`src/pkg/icb_pkg.sv`:
```
// constants, types and register map of the interrupt pulse counter block
// -----------------------------------------------------------------------
// -----------------------------------------------------------------------
package icb_pkg;
   localparam int ICB_ADDR_W = 8;
   localparam int ICB_PINS = 8;
   localparam int ICB_QBITS = 4;

   // register offsets
   localparam logic [7:0] ICB_REG_CTRL = 8'h00;
   localparam logic [7:0] ICB_REG_SETPOINT = 8'h04;
   localparam logic [7:0] ICB_REG_COUNT = 8'h08;
   localparam logic [7:0] ICB_REG_FREQ = 8'h0C;
   localparam logic [7:0] ICB_REG_QBITS = 8'h10;
   localparam logic [7:0] ICB_REG_STATUS = 8'h14;

   // control field layout
   localparam int ICB_MODE_LSB = 0;
   localparam int ICB_EN_EVAL_BIT = 3;
   localparam int ICB_IVAL_LSB = 4;
   localparam int ICB_SRCA_LSB = 8;
   localparam int ICB_SRCB_LSB = 12;

   // measuring intervals, clock 20 MHz
   localparam int ICB_CLK_MHZ = 20;
   localparam int ICB_IVAL0_US = 10000;
   localparam int ICB_IVAL1_US = 100000;
   localparam int ICB_IVAL2_US = 1000000;
   localparam int ICB_IVAL0_CYC = ICB_IVAL0_US * ICB_CLK_MHZ;
   localparam int ICB_IVAL1_CYC = ICB_IVAL1_US * ICB_CLK_MHZ;
   localparam int ICB_IVAL2_CYC = ICB_IVAL2_US * ICB_CLK_MHZ;
   // pulses per interval times scale gives hertz
   localparam logic [31:0] ICB_SCALE0 = 32'h0000_0064;
   localparam logic [31:0] ICB_SCALE1 = 32'h0000_000A;
   localparam logic [31:0] ICB_SCALE2 = 32'h0000_0001;

   typedef enum logic [2:0] {
      ICB_EXT_DIR,
      ICB_DUAL,
      ICB_QUAD,
      ICB_FREQ_OVER,
      ICB_FREQ_UNDER
   } icb_mode_t;

   typedef struct packed {
      logic [7:0] addr;
      logic [31:0] wdata;
      logic wr;
      logic rd;
   } icb_bus_req_t;

   typedef struct packed {
      logic [7:0] sy1;
      logic [7:0] sy2;
      logic [7:0] sy3;
      icb_mode_t mode;
      logic en_eval;
      logic [1:0] ival;
      logic [2:0] src_a;
      logic [2:0] src_b;
      logic [31:0] sv;
      logic [31:0] count;
      logic [31:0] freq;
      logic [31:0] gate;
      logic [31:0] pulses;
      logic hit;
      logic trig;
      logic flag;
      logic [3:0] qbits;
      logic [31:0] rdata;
   } icb_state_t;
endpackage

```
`src/icb_counter.sv`:
```
// interrupt pulse counter: counting, frequency compare and register port
`timescale 1ns/1ps
module icb_counter #(
   parameter int unsigned IVAL0_CYC = icb_pkg::ICB_IVAL0_CYC,
   parameter int unsigned IVAL1_CYC = icb_pkg::ICB_IVAL1_CYC,
   parameter int unsigned IVAL2_CYC = icb_pkg::ICB_IVAL2_CYC
) (
   input wire logic i_clk,
   input wire logic i_rst,
   input wire logic [7:0] i_pins,
   input wire logic i_enable,
   input wire logic i_clear,
   input wire icb_pkg::icb_bus_req_t i_bus,
   output logic [31:0] o_rdata,
   output logic [31:0] o_count_value,
   output logic o_trigger,
   output logic [3:0] o_handler_bits
);
   import icb_pkg::*;

   // -----------------------------------------------------------------
   // state
   // -----------------------------------------------------------------
   icb_state_t r;
   icb_state_t n;
   logic [7:0] rise;
   logic [7:0] fall;
   logic a_lvl;
   logic b_lvl;
   logic a_edge;
   logic run;
   logic cnt_mode;
   logic [1:0] delta;
   logic [31:0] step;
   logic [31:0] len;
   logic [31:0] scale;
   logic [31:0] ptot;
   logic cond;
   logic fire;

   // -----------------------------------------------------------------
   // next state
   // -----------------------------------------------------------------
   always_comb begin
      n = r;
      // two stages before any logic, third stage only for edge detect
      n.sy1 = i_pins;
      n.sy2 = r.sy1;
      n.sy3 = r.sy2;
      rise = r.sy2 & ~r.sy3;
      fall = ~r.sy2 & r.sy3;
      a_lvl = r.sy2[r.src_a];
      b_lvl = r.sy2[r.src_b];
      a_edge = rise[r.src_a] | fall[r.src_a];
      // sampling at 20 MHz leaves ample margin for 5 kHz pulse trains
      run = ~r.en_eval | i_enable;
      cnt_mode = (r.mode == ICB_EXT_DIR) || (r.mode == ICB_DUAL) || (r.mode == ICB_QUAD);
      fire = 1'b0;
      cond = 1'b0;

      // signed step of -1, 0 or +1 per clock
      delta = 2'b00;
      case (r.mode)
         ICB_EXT_DIR: begin
            if (rise[r.src_a]) begin
               delta = b_lvl ? 2'b11 : 2'b01;
            end
         end
         ICB_DUAL: begin
            // simultaneous up and down pulses cancel
            if (rise[r.src_a] && !rise[r.src_b]) begin
               delta = 2'b01;
            end else if (rise[r.src_b] && !rise[r.src_a]) begin
               delta = 2'b11;
            end
         end
         ICB_QUAD: begin
            // both A edges count, so one full period moves the count by two
            if (a_edge) begin
               delta = (a_lvl != b_lvl) ? 2'b01 : 2'b11;
            end
         end
         default: begin
            delta = 2'b00;
         end
      endcase
      step = {{30{delta[1]}}, delta};

      // count update, clear has priority over counting
      if (run) begin
         n.count = r.count + step;
      end
      if (i_clear) begin
         n.count = 32'h0000_0000;
      end
      if (cnt_mode && run && !i_clear && (delta != 2'b00)
          && ($signed(n.count) == $signed(r.sv))) begin
         fire = 1'b1;
      end

      // frequency measurement
      len = IVAL2_CYC;
      scale = ICB_SCALE2;
      case (r.ival)
         2'b00: begin
            len = IVAL0_CYC;
            scale = ICB_SCALE0;
         end
         2'b01: begin
            len = IVAL1_CYC;
            scale = ICB_SCALE1;
         end
         default: begin
            len = IVAL2_CYC;
            scale = ICB_SCALE2;
         end
      endcase
      ptot = r.pulses + {31'h0000_0000, rise[r.src_a]};
      if (cnt_mode || !run) begin
         n.gate = 32'h0000_0000;
         n.pulses = 32'h0000_0000;
         n.hit = 1'b0;
      end else if (r.gate >= len - 32'h0000_0001) begin
         n.gate = 32'h0000_0000;
         n.pulses = 32'h0000_0000;
         n.freq = 32'(ptot * scale);
         if (r.mode == ICB_FREQ_OVER) begin
            cond = $signed(n.freq) > $signed(r.sv);
         end else begin
            cond = $signed(n.freq) < $signed(r.sv);
         end
         // fire once on entering the condition, not every interval
         fire = cond && !r.hit;
         n.hit = cond;
      end else begin
         n.gate = r.gate + 32'h0000_0001;
         n.pulses = ptot;
      end
      n.trig = fire;

      // -----------------------------------------------------------------
      // register port
      // -----------------------------------------------------------------
      n.rdata = 32'h0000_0000;
      if (i_bus.wr) begin
         if (i_bus.addr == ICB_REG_CTRL) begin
            n.mode = icb_mode_t'(i_bus.wdata[ICB_MODE_LSB +: 3]);
            n.en_eval = i_bus.wdata[ICB_EN_EVAL_BIT];
            n.ival = i_bus.wdata[ICB_IVAL_LSB +: 2];
            n.src_a = i_bus.wdata[ICB_SRCA_LSB +: 3];
            n.src_b = i_bus.wdata[ICB_SRCB_LSB +: 3];
            // new setup restarts any running measurement
            n.gate = 32'h0000_0000;
            n.pulses = 32'h0000_0000;
            n.hit = 1'b0;
         end else if (i_bus.addr == ICB_REG_SETPOINT) begin
            n.sv = i_bus.wdata;
         end else if (i_bus.addr == ICB_REG_QBITS) begin
            n.qbits = i_bus.wdata[3:0];
         end else if (i_bus.addr == ICB_REG_STATUS) begin
            if (i_bus.wdata[0]) begin
               n.flag = 1'b0;
            end
         end
      end
      // a trigger in the clearing cycle is kept
      if (fire) begin
         n.flag = 1'b1;
      end
      if (i_bus.rd) begin
         if (i_bus.addr == ICB_REG_CTRL) begin
            n.rdata[ICB_MODE_LSB +: 3] = r.mode;
            n.rdata[ICB_EN_EVAL_BIT] = r.en_eval;
            n.rdata[ICB_IVAL_LSB +: 2] = r.ival;
            n.rdata[ICB_SRCA_LSB +: 3] = r.src_a;
            n.rdata[ICB_SRCB_LSB +: 3] = r.src_b;
         end else if (i_bus.addr == ICB_REG_SETPOINT) begin
            n.rdata = r.sv;
         end else if (i_bus.addr == ICB_REG_COUNT) begin
            n.rdata = r.count;
         end else if (i_bus.addr == ICB_REG_FREQ) begin
            n.rdata = r.freq;
         end else if (i_bus.addr == ICB_REG_QBITS) begin
            n.rdata[3:0] = r.qbits;
         end else if (i_bus.addr == ICB_REG_STATUS) begin
            n.rdata[0] = r.flag;
         end
      end
   end

   always_ff @(posedge i_clk) begin
      if (i_rst) begin
         r <= '0;
      end else begin
         r <= n;
      end
   end

   // -----------------------------------------------------------------
   // outputs
   // -----------------------------------------------------------------
   assign o_rdata = r.rdata;
   assign o_count_value = r.count;
   assign o_trigger = r.trig;
   assign o_handler_bits = r.qbits;

   // -----------------------------------------------------------------
   // assertions
   // -----------------------------------------------------------------
   property p_clear;
      @(posedge i_clk) disable iff (i_rst)
      i_clear |=> (r.count == 32'h0000_0000);
   endproperty
   a_clear: assert property (p_clear) else $error("count not cleared");

   property p_ext_up;
      @(posedge i_clk) disable iff (i_rst)
      (r.mode == ICB_EXT_DIR && run && !i_clear && rise[r.src_a] && !b_lvl)
      |=> (r.count == $past(r.count) + 32'h0000_0001);
   endproperty
   a_ext_up: assert property (p_ext_up) else $error("ext up step wrong");

   property p_ext_down;
      @(posedge i_clk) disable iff (i_rst)
      (r.mode == ICB_EXT_DIR && run && !i_clear && rise[r.src_a] && b_lvl)
      |=> (r.count == $past(r.count) - 32'h0000_0001);
   endproperty
   a_ext_down: assert property (p_ext_down) else $error("ext down step wrong");

   property p_dual_down;
      @(posedge i_clk) disable iff (i_rst)
      (r.mode == ICB_DUAL && run && !i_clear && rise[r.src_b] && !rise[r.src_a])
      |=> (r.count == $past(r.count) - 32'h0000_0001);
   endproperty
   a_dual_down: assert property (p_dual_down) else $error("dual down wrong");

   property p_quad;
      @(posedge i_clk) disable iff (i_rst)
      (r.mode == ICB_QUAD && run && !i_clear && a_edge && (a_lvl != b_lvl))
      |=> (r.count == $past(r.count) + 32'h0000_0001);
   endproperty
   a_quad: assert property (p_quad) else $error("quad up step wrong");

   property p_gate;
      @(posedge i_clk) disable iff (i_rst)
      (r.en_eval && !i_enable && !i_clear) |=> (r.count == $past(r.count));
   endproperty
   a_gate: assert property (p_gate) else $error("count moved while disabled");

   // judged against the mode and setpoint of the deciding cycle, a setup write may land with it
   property p_reach;
      @(posedge i_clk) disable iff (i_rst)
      (o_trigger && $past(cnt_mode))
      |-> (r.count == $past(r.sv)) && ($past(r.count) != r.count);
   endproperty
   a_reach: assert property (p_reach) else $error("trigger without reach");

   property p_over;
      @(posedge i_clk) disable iff (i_rst)
      (o_trigger && $past(r.mode) == ICB_FREQ_OVER) |-> ($signed(r.freq) > $signed($past(r.sv)));
   endproperty
   a_over: assert property (p_over) else $error("over trigger wrong");

   property p_under;
      @(posedge i_clk) disable iff (i_rst)
      (o_trigger && $past(r.mode) == ICB_FREQ_UNDER) |-> ($signed(r.freq) < $signed($past(r.sv)));
   endproperty
   a_under: assert property (p_under) else $error("under trigger wrong");

   property p_interval;
      @(posedge i_clk) disable iff (i_rst)
      (r.gate < len);
   endproperty
   a_interval: assert property (p_interval) else $error("gate overran");

   property p_qbits;
      @(posedge i_clk) disable iff (i_rst)
      (i_bus.wr && i_bus.addr == ICB_REG_QBITS) |=> (o_handler_bits == $past(i_bus.wdata[3:0]));
   endproperty
   a_qbits: assert property (p_qbits) else $error("handler bits not written");

   property p_dual_up;
      @(posedge i_clk) disable iff (i_rst)
      (r.mode == ICB_DUAL && run && !i_clear && rise[r.src_a] && !rise[r.src_b])
      |=> (r.count == $past(r.count) + 32'h0000_0001);
   endproperty
   a_dual_up: assert property (p_dual_up) else $error("dual up wrong");

   property p_quad_down;
      @(posedge i_clk) disable iff (i_rst)
      (r.mode == ICB_QUAD && run && !i_clear && a_edge && (a_lvl == b_lvl))
      |=> (r.count == $past(r.count) - 32'h0000_0001);
   endproperty
   a_quad_down: assert property (p_quad_down) else $error("quad down step wrong");

   property p_freq_hold;
      @(posedge i_clk) disable iff (i_rst)
      (!cnt_mode && !i_clear) |=> (r.count == $past(r.count));
   endproperty
   a_freq_hold: assert property (p_freq_hold) else $error("count moved in freq mode");

   property p_clear_quiet;
      @(posedge i_clk) disable iff (i_rst)
      (i_clear && cnt_mode) |=> !o_trigger;
   endproperty
   a_clear_quiet: assert property (p_clear_quiet) else $error("clear raised trigger");

   property p_rd_count;
      @(posedge i_clk) disable iff (i_rst)
      (i_bus.rd && i_bus.addr == ICB_REG_COUNT) |=> (o_rdata == $past(r.count));
   endproperty
   a_rd_count: assert property (p_rd_count) else $error("count read wrong");

   property p_rd_qbits;
      @(posedge i_clk) disable iff (i_rst)
      (i_bus.rd && i_bus.addr == ICB_REG_QBITS) |=> (o_rdata[3:0] == $past(r.qbits));
   endproperty
   a_rd_qbits: assert property (p_rd_qbits) else $error("handler bits read wrong");

   property p_flag;
      @(posedge i_clk) disable iff (i_rst)
      fire |=> r.flag;
   endproperty
   a_flag: assert property (p_flag) else $error("trigger flag not set");

   property p_qbits_hold;
      @(posedge i_clk) disable iff (i_rst)
      !(i_bus.wr && i_bus.addr == ICB_REG_QBITS) |=> $stable(o_handler_bits);
   endproperty
   a_qbits_hold: assert property (p_qbits_hold) else $error("handler bits moved");

   property p_edge_once;
      @(posedge i_clk) disable iff (i_rst)
      (rise != 8'h00) |=> ((rise & $past(rise)) == 8'h00);
   endproperty
   a_edge_once: assert property (p_edge_once) else $error("input edge seen twice");

   property p_sync;
      @(posedge i_clk) disable iff (i_rst)
      (r.sy2 == $past(r.sy1)) && (r.sy3 == $past(r.sy2));
   endproperty
   a_sync: assert property (p_sync) else $error("synchroniser stage skipped");

endmodule // icb_counter

```
`config.mk`:
```
export PLATFORM = sky130hd
export DESIGN_NAME = icb_counter
export DESIGN_NICKNAME = d
export VERILOG_FILES = /design/src/pkg/icb_pkg.sv /design/src/icb_counter.sv
export SDC_FILE = /design/constraint.sdc
export NUM_CORES = 1
export LEC_CHECK = 0
export BUFFER_PORTS_ARGS = -buffer_cell sky130_fd_sc_hd__buf_4
export CAP_MARGIN = 5
export CORE_UTILIZATION = 63
export CTS_CLUSTER_SIZE = 14
export DETAILED_ROUTE_END_ITERATION = 7
export GPL_ROUTABILITY_DRIVEN = 0
export PLACE_DENSITY = 0.82
export SLEW_MARGIN = 20
export SYNTH_ARGS = -nofsm -noshare
export SYNTH_HDL_FRONTEND = slang
export SYNTH_SLANG_ARGS = --single-unit
```
`constraint.sdc`:
```
create_clock -name i_clk -period 10.1 [get_ports i_clk]
set_clock_uncertainty 0.2 [all_clocks]
set_input_delay 1.01 -clock i_clk [delete_from_list [all_inputs] [get_ports i_clk]]
set_output_delay 1.01 -clock i_clk [all_outputs]
set_load 0.03 [all_outputs]
```
==> summary.txt, run 1 <==
Clock network
  • Clk buf depth: 3
  • Clock tree root buffer cell: clkbuf_16
  • CTS Buf Count: 27
  • Clk pin slew, worst setup/hold paths: 0.06 ns
  • # hold bufs at CTS: 0
  • Depth of the CTS H-tree: 1
  • Clock Latency Late Sink: 0.57 ns
  • TritonCTS Sinks: 235
  • CTS tree: yes

Timing
  • Fin crit share: 0.949
  • Worst-Margin Slew: 1.03 ns
  • Slew HR: 0.309
  • Fin. max-slew vios: 0
  • Setup Viol. Count Final: 0
  • Fmax: 104 MHz
  • Final Hold Vio Count: 0
  • RSZ-0062 raised after global routing: false
  • Clock period minus worst slack: 9.58 ns
  • Post-Route Setup TNS: 0 ns

Final layout
  • # nets final: 2701
  • Fin area: 0.0208 mm2
  • Layout cells sized above 1: 0.0945
  • Fillers: 2367
  • FF/Latch Area: 0.00471 mm2
  • Area of the multi-input gates: 0.0128 mm2
  • Layout area overhead: 8.65%
  • Ant diodes: 0

Drt
  • Number of routed nets with antenna violations: 0
  • Routed WL: 53300 um
  • Wire per inst: 19.0 um
  • Drt first pass iters: 8
  • Initial drt markers: 1891
  • Via/cell ratio: 6.23
  • DRC: 1
  • DR vias: 17500

Floorplan
  • Die Span Y: 177 um
  • DIE WIDTH: 177 um
  • # IOs: 123
  • Initial Util: 0.644
  • Area of the core: 0.0298 mm2
  • Num rows: 63
  • Die Area: 0.0312 mm2

Synth
  • Synth unique cells: 86
  • Synthesized cell area: 0.0192 mm2
  • Commonest cells in the netlist: nand2_1, dfxtp_1, nor2_1, inv_1, a21oi_1
  • Cell accounting for the most synthesized area: dfxtp_1
  • Most frequent cell after synthesis: nand2_1
  • Register area share after synthesis: 0.245
  • Main area contributors after synthesis: dfxtp_1, fa_1, ha_1
  • EDFF count, synth: 0
  • Post-synth ARST share: 0
  • Synthesized instance count: 2397
  • Synthesis-stage register bit count: 235
  • Top cell type's share of synthesized area: 0.245
  • YS warnings: 0
  • Synth Flop Type: dfxtp_1
  • Mean Syn Cell Area: 8.00 um2

Power and ir drop
  • Power Dens Cells: 99.6 mW/mm2
  • P_leak: 0.00944 uW
  • Maximum VDD drop: 148 uV

Setup path
  • R2r endpoint: r[36]
  • Arr. time, crit path: 9.89 ns
  • Reg-to-Reg Start: r[202]
  • CP bufs+invs: 6
  • Top delay family on crit path: adder cells
  • WP data required: 10.41 ns
  • Path depth of the worst reg2reg path: 36
  • Flop2flop setup slack: 0.52 ns
  • Crit Path Class: reg2reg
  • Max stage delay cell, worst path: a2111oi_0
  • Slowest cell delay on critical path: 0.79 ns
  • CP max FO: 19
  • CP Launch Type: register
  • Crit. End Element: register

GRT
  • Vias in the first global route: 16800
  • Initial antenna violation count: 0
  • Largest net degree at the start of global routing: 60
  • First-pass GRT wire length: 84800 um
  • Global route overflow: 0
  • GR Util All Layers: 0.338

Status
  • Status: finished with violations
  • Failing checks: design-rule violations

Worst hold path
  • Hold path start: n[226]
  • Worst hold endpoint: n[218]
  • Hold depth: 1
  • HP Class: reg2reg

Run
  • Max Cap Violations: 0

Placement
  • Final HPWL DP: 40100 um
  • Port Buffers: 122
  • Area after DPL: 0.0199 mm2
## what timing repair did
action / CTS / global route
endpoints found under the setup margin: 0 / 3
buffers inserted: 0 / 2
gates resized for setup: 0 / 3
endpoints found under the hold margin: 0 / 0
## worst reg2reg max path, delay by kind of cell, from the launching register on
| kind | cells | cell delay [ns] |
|---|---|---|
| buffers and inverters | 6 | 0.53 |
| DFF | 1 | 0.54 |
| AOI/OAI and AO/OA | 7 | 2.04 |
| adders and majority gates | 8 | 3.25 |
| muxes | 3 | 0.83 |
| and+or+nand+nor | 10 | 1.92 |
| xor gates and xnor gates | 2 | 0.22 |
## layout make-up
type                       count  area share
clock inverter                16      0.0110
clock buffer                  31      0.0336
multi-input combinational   1781       0.615
timing repair buffer         149      0.0537
inverter                     210      0.0378
sequential                   235       0.226
tap                          390      0.0234
## flip-flops by register name (all words and copies together) (netlist names)
signal / flops
o_rdata: 32
o_count_value: 32
r: 150
n: 16
o_handler_bits: 4
o_trigger: 1
## cell families (layout without fill, tap and decap cells)
family          count (synthesis)  in the layout  synth area share
compound gates                499            499             0.172
xor+xnor                      141            141            0.0648
fa+ha+maj                     243            243             0.196
buf+inv                       387            406            0.0898
flops                         235            235             0.245
mux                            42             42            0.0260
other cells                     2              8          0.000391
simple gates                  848            848             0.206
## per-layer routing
layer | GRT usage | part of all wire | routed length [um]
met5 | 0 | 0 | 0
met4 | 0.163 | 0.050 | 2660
met3 | 0.0407 | 0.083 | 4400
met2 | 0.558 | 0.46 | 24500
met1 | 0.438 | 0.41 | 21700
## through the flow
stage / util / setup WS [ns] / hold WS, ns / total power (uW) / cells
floorplan: - / 1.51 / 0.214 / 1010 / 2403
global placement: 0.668 / 0.701 / 0.218 / 1050 / 2763
detailed placement: 0.668 / 0.301 / 0.223 / 1050 / 2763
CTS: 0.699 / 0.247 / 0.234 / 2080 / 2810
global route: 0.700 / 0.0813 / 0.250 / 2130 / 2812
finish: 0.700 / 0.520 / 0.239 / 2080 / 2812
## worst max-delay path by stage
| stage | startpoint | endpoint | slack, ns | cells past startpoint |
|---|---|---|---|---|
| floorplan | r[202] | r[36] | 1.51 | 39 |
| global placement | r[202] | r[36] | 0.70 | 38 |
| detailed placement | r[202] | r[36] | 0.30 | 34 |
| CTS | r[202] | r[36] | 0.25 | 33 |
| global route | r[202] | r[36] | 0.08 | 39 |
| finish | r[202] | r[36] | 0.52 | 36 |
## placed cells by master, fill, tap and decap left out, drive strengths merged, types with 10 or more instances in the layout
cell / instances
o22ai: 13
a211oi: 22
a2111oi: 13
nor2b: 36
xor2: 51
buf: 149
nor4: 17
o21ai: 80
dfxtp: 235
nand2: 308
nor3: 38
xnor2: 90
and3: 32
mux2i: 33
o21a: 19
inv: 211
a31oi: 18
clkbuf: 31
a22oi: 25
and2: 24
nor2: 217
nor3b: 10
fa: 96
ha: 147
o211ai: 10
nand4: 33
nand2b: 24
a21oi: 161
nand3: 60
a211o: 10
a21o: 53
nand3b: 13
## power breakdown
| group | leakage (uW) | internal (uW) | total [uW] | switching (uW) |
|---|---|---|---|---|
| Sequential | 0.00190 | 933 | 938 | 5.11 |
| Combinational | 0.00708 | 36.8 | 93.2 | 56.4 |
| Clock | 0.000456 | 626 | 1040 | 418 |
| Total | 0.00944 | 1600 | 2080 | 480 |
(Power assumes the default switching activity.)
==> inputs of run 2 (changes only) <==
--- a/config.mk
+++ b/config.mk
@@ -12,6 +12,7 @@
 export DETAILED_ROUTE_END_ITERATION = 7
 export GPL_ROUTABILITY_DRIVEN = 0
 export PLACE_DENSITY = 0.82
+export RECOVER_POWER = 50
 export SLEW_MARGIN = 20
 export SYNTH_ARGS = -nofsm -noshare
 export SYNTH_HDL_FRONTEND = slang
==> summary.txt, run 2 (synthesis gave the netlist of run 1 again) <==
Setup path
  • Crit. End Element: register
  • CP max FO: 19 (unchanged)
  • Path depth of the worst reg2reg path: 36 (unchanged)
  • Arr. time, crit path: 9.90 ns (about the same)
  • CP Launch Type: register
  • Flop2flop setup slack: 0.51 ns (about the same)
  • WP data required: 10.41 ns (about the same)
  • CP startpoint: r[202]
  • Max stage delay cell, worst path: a2111oi_0
  • Reg-to-Reg Start: r[202]
  • R2r endpoint: r[36]
  • Slowest cell delay on critical path: 0.78 ns (about the same)
  • Crit Path Class: reg2reg

Timing
  • Worst-Margin Slew: 2.61 ns (+1.58 ns)
  • Fin crit share: 0.949 (about the same)
  • Final Hold Vio Count: 0 (unchanged)
  • Clock period minus worst slack: 9.59 ns (+0.00778 ns)
  • RSZ-0062 raised after global routing: false
  • Slew HR: -0.741 (-1.05)
  • Post-Route Setup TNS: 0 ns (unchanged)
  • Setup Viol. Count Final: 0 (unchanged)
  • Fin. max-slew vios: 113 (+113)
  • Fmax: 104 MHz (about the same)

Placement
  • Area after DPL: 0.0199 mm2 (unchanged)
  • Dpl cells: 2763 (unchanged)
  • Port Buffers: 122 (unchanged)
  • Final HPWL DP: 40100 um (unchanged)

Worst hold path
  • HP Class: reg2reg
  • Hold depth: 1 (unchanged)
  • Hold path start: n[226]
  • Worst hold endpoint: n[218]

Floorplan
  • Initial Util: 0.644 (unchanged)
  • # IOs: 123 (unchanged)
  • Area of the core: 0.0298 mm2 (unchanged)
  • Die Area: 0.0312 mm2 (unchanged)
  • DIE WIDTH: 177 um (unchanged)
  • Die Span Y: 177 um (unchanged)
  • Num rows: 63 (unchanged)

Clock network
  • CTS tree: yes
  • Clock tree root buffer cell: clkbuf_16
  • Clock Latency Late Sink: 0.57 ns (about the same)
  • TritonCTS Sinks: 235 (unchanged)
  • CTS Buf Count: 27 (unchanged)
  • Depth of the CTS H-tree: 1 (unchanged)
  • Clk buf depth: 3 (unchanged)
  • Clk pin slew, worst setup/hold paths: 0.06 ns (about the same)
  • # hold bufs at CTS: 0 (unchanged)

Final layout
  • Ant diodes: 0 (unchanged)
  • # nets final: 2701 (unchanged)
  • Fin area: 0.0206 mm2 (-1.3%)
  • Layout cells sized above 1: 0.0648 (-0.0297)
  • Register with the most flip-flops: r
  • Finished Layout Cells: 2812 (unchanged)
  • Post-Route Utilization: 0.691 (-0.00907)
  • Commonest non-fill, non-tap cell in the layout: nand2_1
  • Fillers: 2447 (+3.4%)
  • Most frequent cells in the layout: nand2_1, dfxtp_1, nor2_1
  • Largest register FFs: 150 (unchanged)
  • Layout area overhead: 7.24%

Drt
  • Via/cell ratio: 6.23 (about the same)
  • Routed WL: 53300 um (about the same)
  • DR vias: 17500 (+0.040%)
  • Wire per inst: 18.9 um (about the same)
  • DRC: 0 (-1)
  • Drt first pass iters: 6 (-2)
  • Number of routed nets with antenna violations: 0 (unchanged)
  • Initial drt markers: 1926 (+1.9%)

Status
  • Failing checks: max-capacitance violations, max-slew violations
  • Status: finished with violations

Power and ir drop
  • P_leak: 0.00913 uW (-3.3%)
  • PnR Total Power: 2070 uW (about the same)
  • Maximum VDD drop: 148 uV (about the same)
  • Power Dens Cells: 101 mW/mm2 (+1.2%)

GRT
  • First-pass GRT wire length: 84800 um (unchanged)
  • Global route overflow: 0 (unchanged)
  • Largest net degree at the start of global routing: 60 (unchanged)
  • Vias in the first global route: 16800 (unchanged)
  • GR Util All Layers: 0.338 (unchanged)
  • Initial antenna violation count: 0 (unchanged)

Run
  • Max Cap Violations: 2 (+2)
==> run 2: cell count changes in the layout (fill, tap and decap cells not counted), sizes merged <==
cell,delta
buf,-72
clkbuf,+72
==> run 2: power by group <==
| group | internal (uW) | switching, uW | total (uW) | leakage (uW) |
|---|---|---|---|---|
| clock network | 626 | 417 | 1040 | 0.000456 |
| logic | 35.8 | 56.2 | 92.1 | 0.00677 |
| registers | 933 | 5.11 | 938 | 0.00190 |
==> run 2: stage by stage <==
stage                     hold slack [ns]  setup slack [ns]
after floorplan                     0.214              1.51
after CTS                           0.234             0.247
after global placement              0.218             0.701
final                               0.235             0.512
after global routing                0.250            0.0779
after detailed placement            0.223             0.301
==> run 2: repair_timing <==
action | 4_1_cts | 5_1_grt
setup buffers | 0 | 2
endpoints found under the setup margin | 0 | 3
gates resized for setup | 0 | 3
==> run 2: how the worst max path moves through the flow <==
stage | depth (start not counted) | to
after CTS | 33 | r[36]
after global placement | 38 | r[36]
after global routing | 39 | r[36]
after floorplan | 39 | r[36]
final | 36 | r[36]
after detailed placement | 34 | r[36]
==> run 2: final cells by class <==
class	instances	area, um2	share of cell area
Tap cell	390	488	0.0237
Clock inverter	16	229	0.0111
Inverter	210	788	0.0383
Timing Repair Buffer	149	848	0.0412
Sequential cell	235	4710	0.229
Multi-Input combinational cell	1781	12800	0.623
Clock buffer	31	701	0.0341
==> run 2: metal layers <==
layer  up-vias  wire length (um)  track usage
met3       187              4610       0.0407
met4         0              2690        0.163
met1      8299             21600        0.438
met2       895             24400        0.558
li1       8135                 -            -
met5         -                 0            0
==> run 2: worst max-delay path: cells and delay by family (launching register included) <==
kind | cells | cell delay, ns
fa+ha+maj | 8 | 3.24
compound gates | 7 | 2.02
simple gates | 10 | 1.92
mux | 3 | 0.83
flops | 1 | 0.54
buf+inv | 6 | 0.53
xor+xnor | 2 | 0.22
